--- config.mk ---
export PLATFORM = sky130hd
export DESIGN_NAME = xdm_stretch
export DESIGN_NICKNAME = d
export VERILOG_FILES = /design/src/rtl/xdm_pkg.sv /design/src/rtl/xdm_stretch.sv /design/src/rtl/sync2.sv
export SDC_FILE = /design/constraint.sdc
export NUM_CORES = 1
export LEC_CHECK = 0
export ABC_CLOCK_PERIOD_IN_PS = 9800
export BUFFER_PORTS_ARGS = -buffer_cell sky130_fd_sc_hd__buf_2
export CORE_MARGIN = 4
export CORE_UTILIZATION = 40
export CTS_CLUSTER_DIAMETER = 100
export DETAILED_ROUTE_END_ITERATION = 10
export GPL_ROUTABILITY_DRIVEN = 0
export MAX_ROUTING_LAYER = met4
export PLACE_DENSITY = 0.63
export SETUP_SLACK_MARGIN = 0.1
export SYNTH_ARGS = -nofsm -noshare
export SYNTH_HDL_FRONTEND = slang
export SYNTH_SLANG_ARGS = --single-unit
export TNS_END_PERCENT = 5
--- constraint.sdc ---
create_clock -name clk -period 9.8 [get_ports clk]
set_clock_uncertainty 0.2 [all_clocks]
set_input_delay 0.98 -clock clk [delete_from_list [all_inputs] [get_ports clk]]
set_output_delay 0.98 -clock clk [all_outputs]
set_load 0.005 [all_outputs]
--- src/rtl/xdm_pkg.sv ---
package xdm_pkg;

  // ---------------------------------------------------------------
  // timing
  // ---------------------------------------------------------------
  localparam int CLK_MHZ = 25;
  localparam int STATES_PER_CYCLE = 4;
  localparam logic [1:0] PH_C1 = 2'h0;
  localparam logic [1:0] PH_C2 = 2'h1;
  localparam logic [1:0] PH_C3 = 2'h2;
  localparam logic [1:0] PH_C4 = 2'h3;
  // unlock window after the second key byte, in ns and in clocks
  localparam int TA_WINDOW_NS = 480;
  localparam int TA_WINDOW_CLOCKS = (TA_WINDOW_NS * CLK_MHZ) / 1000;

  // ---------------------------------------------------------------
  // register byte offsets (avalon byte address, word aligned), plus one word index
  // ---------------------------------------------------------------
  localparam int ADDR_W = 12;
  localparam logic [ADDR_W-1:0] OFF_CLOCK_CONTROL = 12'h000;
  localparam logic [ADDR_W-1:0] OFF_MEMORY_MAP = 12'h004;
  localparam logic [ADDR_W-1:0] OFF_TIMED_ACCESS = 12'h008;
  localparam logic [ADDR_W-1:0] OFF_FIRST_POINTER = 12'h00C;
  localparam logic [ADDR_W-1:0] OFF_SECOND_POINTER = 12'h010;
  localparam logic [ADDR_W-1:0] OFF_PORT2_LATCH = 12'h014;
  localparam logic [ADDR_W-1:0] OFF_WORKING_REG = 12'h018;
  localparam logic [ADDR_W-1:0] OFF_COMMAND = 12'h01C;
  localparam logic [ADDR_W-1:0] OFF_STATUS = 12'h020;
  localparam logic [ADDR_W-1:0] IDX_POINTER_SELECT = 12'h086;
  localparam logic [ADDR_W-1:0] OFF_POINTER_SELECT = 12'h218;

  // ---------------------------------------------------------------
  // fields and reset values
  // ---------------------------------------------------------------
  localparam int STRETCH_LSB = 0;
  localparam int HOLD_EN_BIT = 7;
  localparam int CMD_WRITE_BIT = 0;
  localparam int CMD_POINTER_BIT = 1;
  localparam int CMD_DATA_LSB = 8;
  localparam int ST_BUSY_BIT = 0;
  localparam int ST_DATA_LSB = 8;
  localparam int ST_CYCLES_LSB = 16;
  localparam logic [2:0] STRETCH_RESET = 3'h1;
  localparam logic [7:0] TA_KEY1 = 8'hAA;
  localparam logic [7:0] TA_KEY2 = 8'h55;

  typedef enum logic [1:0] {
    SEQ_IDLE,
    SEQ_FETCH,
    SEQ_ACCESS
  } seq_state_t;

  // pins toward external data memory
  typedef struct packed {
    logic [15:0] addr;
    logic [7:0] wdata;
    logic data_oe;
    logic rd_n;
    logic wr_n;
  } ext_out_t;

endpackage

--- src/rtl/xdm_stretch.sv ---
`timescale 1ns/1ns
// Notes on behaviour
// each move opens with a 4-clock fetch
// next cycle drives address and does access
// stretch comes from control register bits 2:0
// move lasts stretch plus two machine cycles
// only moves stretch; cpu held meanwhile
// stretch is 1 after reset
// strobe 2 clocks, else 4 per step
// hold input is port four bit zero
// hold honoured only when enable bit set
// stretch is the minimum move length
// hold sampled at third state before strobe end
// active sample adds one machine cycle
// waits unlimited; ends when hold inactive
// enable bit written only after unlock
// four clock states per machine cycle
// indirect address is port2 and working reg
// pointer select bit0 picks data pointer
// peripheral asserts hold before the sample
// read strobe for reads, write for writes
module xdm_stretch
  import xdm_pkg::*;
#(
  parameter bit LARGE_PACKAGE = 1'b1
) (
  input wire logic clk,
  input wire logic rstn,
  input wire logic [xdm_pkg::ADDR_W-1:0] avs_address,
  input wire logic avs_read,
  input wire logic avs_write,
  input wire logic [31:0] avs_writedata,
  output logic [31:0] avs_readdata,
  output logic avs_waitrequest,
  input wire logic fourth_port_bit_zero,
  input wire logic [7:0] ext_data_in,
  output xdm_pkg::ext_out_t ext_out,
  output logic cpu_hold
);
  import xdm_pkg::*;

  // ---------------------------------------------------------------
  // reset release and pin synchronisers
  // ---------------------------------------------------------------
  logic [1:0] rst_pipe;
  logic rst_n;
  logic hold_pin;
  logic [7:0] data_pin;

  // reset asserts at once and leaves after two edges
  // one shared copy lets every flop leave reset on the same edge
  always_ff @(posedge clk or negedge rstn) begin
    if (!rstn) begin
      rst_pipe <= 2'b00;
    end else begin
      rst_pipe <= {rst_pipe[0], 1'b1};
    end
  end
  assign rst_n = rst_pipe[1];

  sync2 #(.WIDTH(1)) u_hold_sync (
    .clk(clk),
    .rst_n(rst_n),
    .d(fourth_port_bit_zero),
    .q(hold_pin)
  );

  // eight bits through plain synchronisers is safe only because the bus
  // is read after it has stood still under the strobe for at least one clock
  sync2 #(.WIDTH(8)) u_data_sync (
    .clk(clk),
    .rst_n(rst_n),
    .d(ext_data_in),
    .q(data_pin)
  );

  // ---------------------------------------------------------------
  // software registers
  // ---------------------------------------------------------------
  logic [2:0] stretch_select;
  logic hold_input_enable;
  logic pointer_select;
  logic [15:0] first_data_pointer;
  logic [15:0] second_data_pointer;
  logic [7:0] port2_latch;
  logic [7:0] working_reg;
  logic [7:0] read_byte;
  logic [7:0] last_cycles;
  logic ta_armed;
  logic [7:0] ta_window;
  logic bus_ack;
  logic req;
  logic cmd_hit;
  logic cmd_stall;
  logic wr_take;
  logic busy;
  logic start;

  assign req = avs_read | avs_write;
  assign cmd_hit = avs_write && (avs_address == OFF_COMMAND);
  // a new move waits on the bus until the previous one finishes
  assign cmd_stall = cmd_hit && busy;
  assign avs_waitrequest = req && (!bus_ack || cmd_stall);
  assign wr_take = avs_write && bus_ack && !cmd_stall;
  assign start = wr_take && (avs_address == OFF_COMMAND);

  // one wait cycle per access, more for a command during a move, so read data comes from a flop
  always_ff @(posedge clk or negedge rst_n) begin
    if (!rst_n) begin
      bus_ack <= 1'b0;
    end else begin
      bus_ack <= req && !bus_ack && !cmd_stall;
    end
  end

  // plain configuration registers
  always_ff @(posedge clk or negedge rst_n) begin
    if (!rst_n) begin
      stretch_select <= STRETCH_RESET;
      pointer_select <= 1'b0;
      first_data_pointer <= 16'h0000;
      second_data_pointer <= 16'h0000;
      port2_latch <= 8'h00;
      working_reg <= 8'h00;
    end else if (wr_take) begin
      unique case (avs_address)
        OFF_CLOCK_CONTROL: stretch_select <= avs_writedata[STRETCH_LSB +: 3];
        OFF_POINTER_SELECT: pointer_select <= avs_writedata[0];
        OFF_FIRST_POINTER: first_data_pointer <= avs_writedata[15:0];
        OFF_SECOND_POINTER: second_data_pointer <= avs_writedata[15:0];
        OFF_PORT2_LATCH: port2_latch <= avs_writedata[7:0];
        OFF_WORKING_REG: working_reg <= avs_writedata[7:0];
        default: ;
      endcase
    end
  end

  // unlock: key1 then key2 opens a short window for the enable bit
  // any other register write between the keys disarms the unlock
  always_ff @(posedge clk or negedge rst_n) begin
    if (!rst_n) begin
      ta_armed <= 1'b0;
      ta_window <= 8'h00;
      hold_input_enable <= 1'b0;
    end else begin
      if (ta_window != 8'h00) begin
        ta_window <= ta_window - 8'h01;
      end
      if (wr_take && avs_address == OFF_TIMED_ACCESS) begin
        ta_armed <= (avs_writedata[7:0] == TA_KEY1);
        if (ta_armed && avs_writedata[7:0] == TA_KEY2) begin
          ta_window <= 8'(TA_WINDOW_CLOCKS);
        end
      end else if (wr_take) begin
        ta_armed <= 1'b0;
      end
      if (wr_take && avs_address == OFF_MEMORY_MAP) begin
        if (ta_window != 8'h00) begin
          hold_input_enable <= avs_writedata[HOLD_EN_BIT];
          ta_window <= 8'h00;
        end
      end
    end
  end

  // read data is registered in the wait cycle
  always_ff @(posedge clk or negedge rst_n) begin
    if (!rst_n) begin
      avs_readdata <= 32'h0000_0000;
    end else if (avs_read && !bus_ack) begin
      unique case (avs_address)
        OFF_CLOCK_CONTROL: avs_readdata <= {29'h0000_0000, stretch_select};
        OFF_MEMORY_MAP: avs_readdata <= {24'h00_0000, hold_input_enable, 7'h00};
        OFF_TIMED_ACCESS: avs_readdata <= {31'h0000_0000, ta_window != 8'h00};
        OFF_FIRST_POINTER: avs_readdata <= {16'h0000, first_data_pointer};
        OFF_SECOND_POINTER: avs_readdata <= {16'h0000, second_data_pointer};
        OFF_PORT2_LATCH: avs_readdata <= {24'h00_0000, port2_latch};
        OFF_WORKING_REG: avs_readdata <= {24'h00_0000, working_reg};
        OFF_STATUS: avs_readdata <= {8'h00, last_cycles, read_byte, 7'h00, busy};
        OFF_POINTER_SELECT: avs_readdata <= {31'h0000_0000, pointer_select};
        default: avs_readdata <= 32'h0000_0000;
      endcase
    end
  end

  // ---------------------------------------------------------------
  // move sequencer
  // ---------------------------------------------------------------
  seq_state_t state;
  logic [1:0] phase;
  logic [7:0] cyc;
  logic [7:0] last;
  logic [2:0] mv_stretch;
  logic mv_write;
  logic [15:0] mv_addr;
  logic [7:0] mv_wdata;
  logic [7:0] sample_cyc;
  logic hold_live;
  logic hold_hit;
  logic strobe;
  logic strobe_end;
  logic [15:0] next_addr;
  logic [1:0] capture_pipe;

  assign busy = (state != SEQ_IDLE);
  assign cpu_hold = busy;
  assign hold_live = LARGE_PACKAGE && hold_input_enable && hold_pin;

  // indirect form uses port2 and working reg, else the chosen pointer
  always_comb begin
    if (avs_writedata[CMD_POINTER_BIT]) begin
      next_addr = pointer_select ? second_data_pointer : first_data_pointer;
    end else begin
      next_addr = {port2_latch, working_reg};
    end
  end

  // hold is looked at in the third state just before the strobe ends
  // a hold raised after the last sample point is not seen by this move
  assign sample_cyc = (mv_stretch == 3'h0) ? last : last - 8'h01;
  assign hold_hit = (state == SEQ_ACCESS) && (phase == PH_C3) &&
                    (cyc == sample_cyc) && hold_live;

  // strobe: stretch 0 runs C2..C3, otherwise C3 of first to C2 of last
  // waits add whole machine cycles to either shape
  always_comb begin
    strobe = 1'b0;
    strobe_end = 1'b0;
    if (state == SEQ_ACCESS) begin
      if (mv_stretch == 3'h0) begin
        strobe = ((cyc == 8'h01) && (phase >= PH_C2)) ||
                 ((cyc > 8'h01) && (cyc < last)) ||
                 ((cyc == last) && (cyc > 8'h01) && (phase <= PH_C3)) ||
                 ((cyc == 8'h01) && (last == 8'h01) && (phase == PH_C2));
        if (last == 8'h01) begin
          strobe = (phase == PH_C2) || (phase == PH_C3);
        end
        strobe_end = (cyc == last) && (phase == PH_C3) && !hold_hit;
      end else begin
        strobe = ((cyc == 8'h01) && (phase >= PH_C3)) ||
                 ((cyc > 8'h01) && (cyc < last)) ||
                 ((cyc == last) && (phase <= PH_C2));
        strobe_end = (cyc == last) && (phase == PH_C2);
      end
    end
  end

  // state register and clock-state counter
  always_ff @(posedge clk or negedge rst_n) begin
    if (!rst_n) begin
      state <= SEQ_IDLE;
      phase <= PH_C1;
      cyc <= 8'h00;
    end else begin
      unique case (state)
        SEQ_IDLE: begin
          phase <= PH_C1;
          cyc <= 8'h00;
          if (start) begin
            state <= SEQ_FETCH;
          end
        end
        SEQ_FETCH: begin
          phase <= phase + 2'h1;
          if (phase == PH_C4) begin
            state <= SEQ_ACCESS;
            cyc <= 8'h01;
          end
        end
        SEQ_ACCESS: begin
          phase <= phase + 2'h1;
          if (phase == PH_C4) begin
            if (cyc == last && !hold_hit) begin
              state <= SEQ_IDLE;
            end else begin
              cyc <= cyc + 8'h01;
            end
          end
        end
      endcase
    end
  end

  // latch the move and extend it on each held sample
  always_ff @(posedge clk or negedge rst_n) begin
    if (!rst_n) begin
      mv_stretch <= STRETCH_RESET;
      mv_write <= 1'b0;
      mv_addr <= 16'h0000;
      mv_wdata <= 8'h00;
      last <= 8'h00;
    end else if (start) begin
      mv_stretch <= stretch_select;
      mv_write <= avs_writedata[CMD_WRITE_BIT];
      mv_addr <= next_addr;
      mv_wdata <= avs_writedata[CMD_DATA_LSB +: 8];
      last <= {5'h00, stretch_select} + 8'h01;
    end else if (hold_hit) begin
      last <= last + 8'h01;
    end
  end

  // strobe end delayed by the pin register and one sync stage; taking the
  // byte at the internal strobe end would miss a 2-clock strobe entirely
  always_ff @(posedge clk or negedge rst_n) begin
    if (!rst_n) begin
      capture_pipe <= 2'b00;
    end else begin
      capture_pipe <= {capture_pipe[0], strobe_end && !mv_write};
    end
  end

  // result byte and length of the finished move
  always_ff @(posedge clk or negedge rst_n) begin
    if (!rst_n) begin
      read_byte <= 8'h00;
      last_cycles <= 8'h00;
    end else begin
      if (capture_pipe[1]) begin
        read_byte <= data_pin; // bus as it stood under the strobe
      end
      if (state == SEQ_ACCESS && phase == PH_C4 && cyc == last && !hold_hit) begin
        last_cycles <= last + 8'h01;
      end
    end
  end

  // ---------------------------------------------------------------
  // external pins, all from flops
  // ---------------------------------------------------------------
  always_ff @(posedge clk or negedge rst_n) begin
    if (!rst_n) begin
      ext_out <= '{addr: 16'h0000, wdata: 8'h00, data_oe: 1'b0, rd_n: 1'b1, wr_n: 1'b1};
    end else begin
      ext_out.addr <= mv_addr;
      ext_out.wdata <= mv_wdata;
      ext_out.data_oe <= (state == SEQ_ACCESS) && mv_write;
      ext_out.rd_n <= !(strobe && !mv_write);
      ext_out.wr_n <= !(strobe && mv_write);
    end
  end

endmodule

--- src/rtl/sync2.sv ---
`timescale 1ns/1ns
// two-flop synchroniser; first stage feeds only the second
module sync2 #(
  parameter int WIDTH = 1
) (
  input wire logic clk,
  input wire logic rst_n,
  input wire logic [WIDTH-1:0] d,
  output logic [WIDTH-1:0] q
);
  logic [WIDTH-1:0] meta;

  // reset to zero; both stages clock every edge
  always_ff @(posedge clk or negedge rst_n) begin
    if (!rst_n) begin
      meta <= '0;
      q <= '0;
    end else begin
      meta <= d;
      q <= meta;
    end
  end
endmodule

==> impl_metrics.py, run 1 <==
metrics = {
    "outcome": {
        "status": "completed",
    },
    "worst_setup_path": {
        "start_kind": "primary input",
        "crit_type": "in -> out",
        "slowest_delay_ns": 0.58,
        "arrival_ns": 2.82,
        "rr_startpoint": "last[0]$_DFFE_PN0P_",
        "slowest_stage": "or4_4",
        "worstPathRequired_ns": 8.62,
        "critPathLaunch": "avs_address[7]",
        "worstPathCellList": "buf_2, or4_4, nor4_4, nand2_2, nor3_1, nand2_1, nand2_1, buf_2",
        "path_max_fanout": 9,
        "end_kind": "output pin",
    },
    "routing": {
        "via_per_inst": 5.473,
        "via_count": 6562,
        "antenna_left": 0,
        "drc": 0,
        "routed_wl_microns": 21620,
        "drtIter0Drc": 459,
        "first_pass_iters": 5,
        "post_drt_wl_per_cell_microns": 18.03,
    },
    "cells_and_area": {
        "drive_above_1_share_pct": 23.77,
        "largest_reg_flops": 27,
        "largestRegisters": "ext_out (27), avs_readdata (24)",
        "max_flop_register": "ext_out",
        "layout.nets": 981,
        "syn2layout_area_growth_pct": 13.21,
        "nFillCells": 2091,
    },
    "timing": {
        "max_freq_mhz": 250.0,
        "drv_slew": 0,
        "tightest_slew_ns": 1.202,
        "fin_setup_tns_ns": 0,
        "rsz0062_at_grt": "no",
        "hold_viol_final": 0,
        "slew_headroom_pct": 19.88,
        "setup_violations": 0,
        "min_period_ns": 4.000,
        "layout_worst_path_cycle_share_pct": 40.82,
    },
    "synth": {
        "synth.cell_area_sq_um": 9253,
        "synthCells": 823,
        "syn_avg_cell_area_sq_um": 11.24,
        "synth-async-reset-ratio_pct": 100.0,
        "ys.warnings.count": 0,
        "synth.ff_latch_count": 200,
        "synth-seq-area-share_pct": 54.14,
        "synth_edf_count": 0,
        "synth_cell_types": 75,
        "synth-main-ff-cell": "dfrtp_1",
    },
    "place": {
        "hpwl_microns": 15000,
        "io_buffers": 93,
    },
    "die": {
        "die_width_microns": 160.1,
        "io-pin-count": 118,
        "die_area_sq_um": 25630,
        "die_y_microns": 160.1,
        "core_sq_um": 22710,
        "initial_core_util_pct": 40.74,
        "row_count": 55,
    },
    "clocking": {
        "cts_buffer_depth": 2,
        "cts_resized": 0,
        "cts_made_buffers": 17,
        "postCtsHoldBufs": 0,
        "h-tree-depth": 4,
        "cts_root_buf": "clkbuf_16",
        "cts_setup_buffers": 0,
        "tritoncts": "done",
        "clock-sinks": 200,
        "clock_latency_ns": 0.44,
        "clk_pin_slew_ns": 0.08,
    },
    "pwr": {
        "cellPowerDensity_nw_per_um2": 158.1,
        "p_total_mw": 1.656,
        "irDropWorstVdd_mv": 0.1197,
        "p_leak_nw": 5.062,
    },
    "grt": {
        "grt_use_total_pct": 17.75,
        "antenna_found_initial": 1,
        "gr-total-overflow": 0,
        "grt_max_degree": 75,
        "grt_pass1_wl_microns": 35650,
        "first_global_vias": 6522,
    },
    "run": {
        "drv_cap": 0,
    },
    "min_path": {
        "hp-class": "in -> async",
    },
}
## critical path, delay by kind of cell
family	cells	cell delay [ns]
and+or+nand+nor	6	1.63
buffers and inverters	2	0.19
## metal layers
| metal | GRT usage (%) | share of wire [%] | vias up |
|---|---|---|---|
| li1 | - | - | 3091 |
| met1 | 24.73 | 47 | 3266 |
| met2 | 26.36 | 46 | 183 |
| met3 | 4.077 | 5.2 | 22 |
| met4 | 4.654 | 1.6 | 0 |
| met5 | - | 0 | - |
## layout by cell type, fill, tap and decap left out, drive strengths merged, types with 8 or more instances in the layout
cell      n
a21oi     9
a221oi    8
a222oi    8
a22o     13
buf      98
clkbuf   18
conb      9
dfrtp   196
ha       24
inv      34
mux2     62
mux2i    26
nand2   124
nand3    18
nand4     9
nor2     24
nor3     19
nor4      9
o21ai    72
or3       8
xnor2    15
xor2      8
## cell type report
class / count / area, sq um / share of cell area [%]
Sequential cell: 200 / 5014 / 47.86
Inverter: 27 / 101.3 / 0.9675
Clock inverter: 14 / 153.9 / 1.469
Timing Repair Buffer: 98 / 503.0 / 4.802
Antenna cell: 1 / 2.502 / 0.02389
Multi-Input combinational cell: 556 / 3915 / 37.37
Clock buffer: 18 / 429.2 / 4.097
Tap cell: 285 / 356.6 / 3.404
## worst paths after layout
path / end / slack (ns) / cells past startpoint
max reg2reg: cyc[1]$_DFFE_PN0P_ / 6.37 / 7
min: rst_pipe[1]$_DFF_PN0_ / 0.11 / 1
max: avs_waitrequest / 5.80 / 8
min in group clk: u_data_sync.q[7]$_DFF_PN0_ / 0.15 / 0
min reg2reg: u_data_sync.q[7]$_DFF_PN0_ / 0.15 / 0
max in group asynchronous: ta_window[5]$_DFF_PN0_ / 7.80 / 1
## logic make-up (layout without fill, tap and decap cells)
logic type,Yosys count,count (layout),share of synthesized area [%]
AOI/OAI and AO/OA,158,158,11.91
xor gates and xnor gates,23,23,2.177
adders and majority gates,24,24,3.245
buffers and inverters,74,157,3.881
DFF,200,200,54.14
muxes,88,88,10.72
other,2,10,0.08117
and+or+nand+nor,254,254,13.83
## stage by stage
step | cells | area [sq um] | utilization, % | hold WS [ns] | worst slack (ns)
after CTS | 1198 | 10470 | 46.12 | 0.08994 | 5.773
after floorplan | 830 | 9279 | - | 0.1312 | 3.621
after detailed placement | 1166 | 9889 | 43.55 | 0.1347 | 5.670
after global routing | 1199 | 10480 | 46.13 | 0.08641 | 5.715
after global placement | 1166 | 9889 | 43.55 | 0.1328 | 5.674
final | 1199 | 10480 | 46.13 | 0.1077 | 5.800
## power breakdown
part           switching, mW  internal, mW  leakage, nW
Combinational         0.0597        0.0379         2.12
Clock                  0.350         0.342        0.275
Sequential            0.0203         0.846         2.67
Total                  0.430          1.23         5.06
## cells in the mapped netlist (all sizes together) (8+ instances only)
cell type | instances | area [sq um]
dfrtp | 196 | 4905
nand2 | 124 | 475.5
o21ai | 72 | 360.3
mux2 | 62 | 732.0
clkbuf | 27 | 101.4
inv | 27 | 101.4
mux2i | 26 | 260.3
ha | 24 | 300.3
nor2 | 24 | 90.09
buf | 20 | 156.4
nor3 | 19 | 121.4
nand3 | 18 | 90.09
xnor2 | 15 | 131.4
a22o | 13 | 113.9
a21oi | 9 | 45.04
nand4 | 9 | 56.30
nor4 | 9 | 71.32
a221oi | 8 | 70.07
a222oi | 8 | 80.08
or3 | 8 | 50.05
xor2 | 8 | 70.07
Note: power is estimated with default switching activity, not from simulation.
==> run 2: changes to the inputs <==
- ABC_CLOCK_PERIOD_IN_PS: 9800 -> 3990
- clock period: 9.8 -> 3.99 ns (I/O delays scaled with it)
==> impl_metrics.py, run 2 (same netlist as run 1, synthesis figures left out) <==
metrics = {
    "outcome": {
        "status": "completed",
    },
    "die": {
        "die_area_sq_um": 25630,
        "initial_core_util_pct": 40.74,
        "die_y_microns": 160.1,
        "row_count": 55,
        "io-pin-count": 118,
        "die_width_microns": 160.1,
        "core_sq_um": 22710,
    },
    "cells_and_area": {
        "layout.nets": 1002,
        "final_common_cell": "dfrtp_1",
        "antennaDiodeCount": 0,
        "largestRegisters": "ext_out (27), avs_readdata (24)",
        "syn2layout_area_growth_pct": 15.84,
        "most-common-layout-cells": "dfrtp_1 (195), nand2_1 (120), buf_2 (93)",
        "drive_above_1_share_pct": 24.30,
        "max_flop_register": "ext_out",
        "largest_reg_flops": 27,
    },
    "routing": {
        "post_drt_wl_per_cell_microns": 17.77,
        "drc": 0,
        "routed_wl_microns": 21660,
        "via_count": 6557,
        "first_pass_iters": 6,
        "drtIter0Drc": 400,
        "via_per_inst": 5.379,
        "antenna_left": 0,
    },
    "worst_setup_path": {
        "arrival_ns": 3.32,
        "rr_startpoint": "last[2]$_DFFE_PN0P_",
        "critPathLaunch": "last[2]$_DFFE_PN0P_",
        "start_kind": "flop",
        "end_kind": "flop",
        "timing.rr.end": "capture_pipe[0]$_DFF_PN0_",
        "cp-endpoint": "capture_pipe[0]$_DFF_PN0_",
        "r2r_cells": 8,
        "crit_type": "reg -> reg",
        "reg2reg_slack_ns": 0.77,
        "worstPathRequired_ns": 4.09,
        "path_max_fanout": 8,
    },
    "grt": {
        "antenna_found_initial": 0,
        "gr-total-overflow": 0,
        "grt_pass1_wl_microns": 36200,
        "first_global_vias": 6749,
        "grt_max_degree": 71,
        "grt_use_total_pct": 17.97,
    },
    "clocking": {
        "cts_made_buffers": 17,
        "clock-sinks": 200,
        "clock_latency_ns": 0.43,
        "cts_buffer_depth": 2,
        "clk_pin_slew_ns": 0.08,
        "tritoncts": "done",
        "h-tree-depth": 4,
        "cts_root_buf": "clkbuf_16",
    },
    "place": {
        "hpwl_microns": 15330,
        "pre_cts_ws_ns": 0.7757,
        "io_buffers": 93,
    },
    "pwr": {
        "p_leak_nw": 5.194,
        "cellPowerDensity_nw_per_um2": 388.1,
        "irDropWorstVdd_mv": 0.2993,
    },
    "timing": {
        "rsz0062_at_grt": "no",
        "tightest_slew_ns": 1.105,
        "setup_violations": 0,
        "min_period_ns": 3.219,
        "max_freq_mhz": 310.7,
        "whs_ns": 0.01563,
        "drv_slew": 0,
        "layout_worst_path_cycle_share_pct": 80.67,
        "fin_ws_ns": 0.7714,
        "hold_viol_final": 0,
        "fin_setup_tns_ns": 0,
        "slew_headroom_pct": 26.36,
    },
    "min_path": {
        "hp-class": "in -> reg",
    },
    "run": {
        "drv_cap": 0,
    },
}
## run 2: cell type report
type	instances	area (sq um)
well taps	285	356.6
clock buffers	18	439.2
repair buffers	119	715.7
clock inverters	14	176.4
fillers	2158	11990
inverters	27	101.3
flip-flops and latches	200	5014
multi-input cells	556	3915
## run 2: worst min path at each step
| stage | start | to | depth (start not counted) |
|---|---|---|---|
| 2_1_floorplan | rstn | rst_pipe[0]$_DFF_PN0_ | 0 |
| 3_3_place_gp | rstn | rst_pipe[0]$_DFF_PN0_ | 1 |
| 3_5_place_dp | rstn | rst_pipe[0]$_DFF_PN0_ | 1 |
| 4_1_cts | avs_writedata[11] | mv_wdata[3]$_DFFE_PN0P_ | 3 |
| 5_1_grt | avs_writedata[10] | mv_wdata[2]$_DFFE_PN0P_ | 3 |
| 6_report | avs_writedata[11] | mv_wdata[3]$_DFFE_PN0P_ | 3 |
## run 2: worst max-delay path, stage by stage, from the launching register on
cell       delay [ns]
dfrtp_1          0.50
nor3_1           0.44
nand4_1          0.23
mux2i_1          0.16
a311o_1          0.42
nor3_2           0.59
buf_4            0.26
a2bb2oi_1        0.20
nor4_1           0.08
## run 2: layer usage
metal  part of all wire [%]  vias to the layer above  track usage [%]  wire length (microns)
li1                       -                     3130                -                      -
met1                     46                     3226            24.59                  10040
met2                     47                      173            27.71                  10120
met3                    5.2                       28            3.303                   1116
met4                    1.8                        0            4.967                    385
met5                      0                        -                -                      0
## run 2: where the power goes
group | total, mW | switching, mW | internal, mW
logic | 0.248 | 0.143 | 0.105
registers | 2.13 | 0.0522 | 2.08
clock network | 1.78 | 0.858 | 0.921
## run 2: timing repair
item	in CTS	in global routing
endpoints found under the setup margin	0	0
hold endpoints to repair	13	0
hold buffers	12	0
buffers inserted	0	0
gates resized for setup	0	0
## run 2: per-stage QoR
| step | std cells | power [mW] | instance area, sq um | utilization [%] |
|---|---|---|---|---|
| floorplan | 830 | 2.328 | 9280 | - |
| finish | 1219 | 4.159 | 10720 | 47.20 |
| CTS | 1219 | 4.204 | 10720 | 47.20 |
| detailed placement | 1175 | 2.415 | 9982 | 43.96 |
| global route | 1219 | 4.332 | 10720 | 47.20 |
| global placement | 1175 | 2.410 | 9982 | 43.96 |
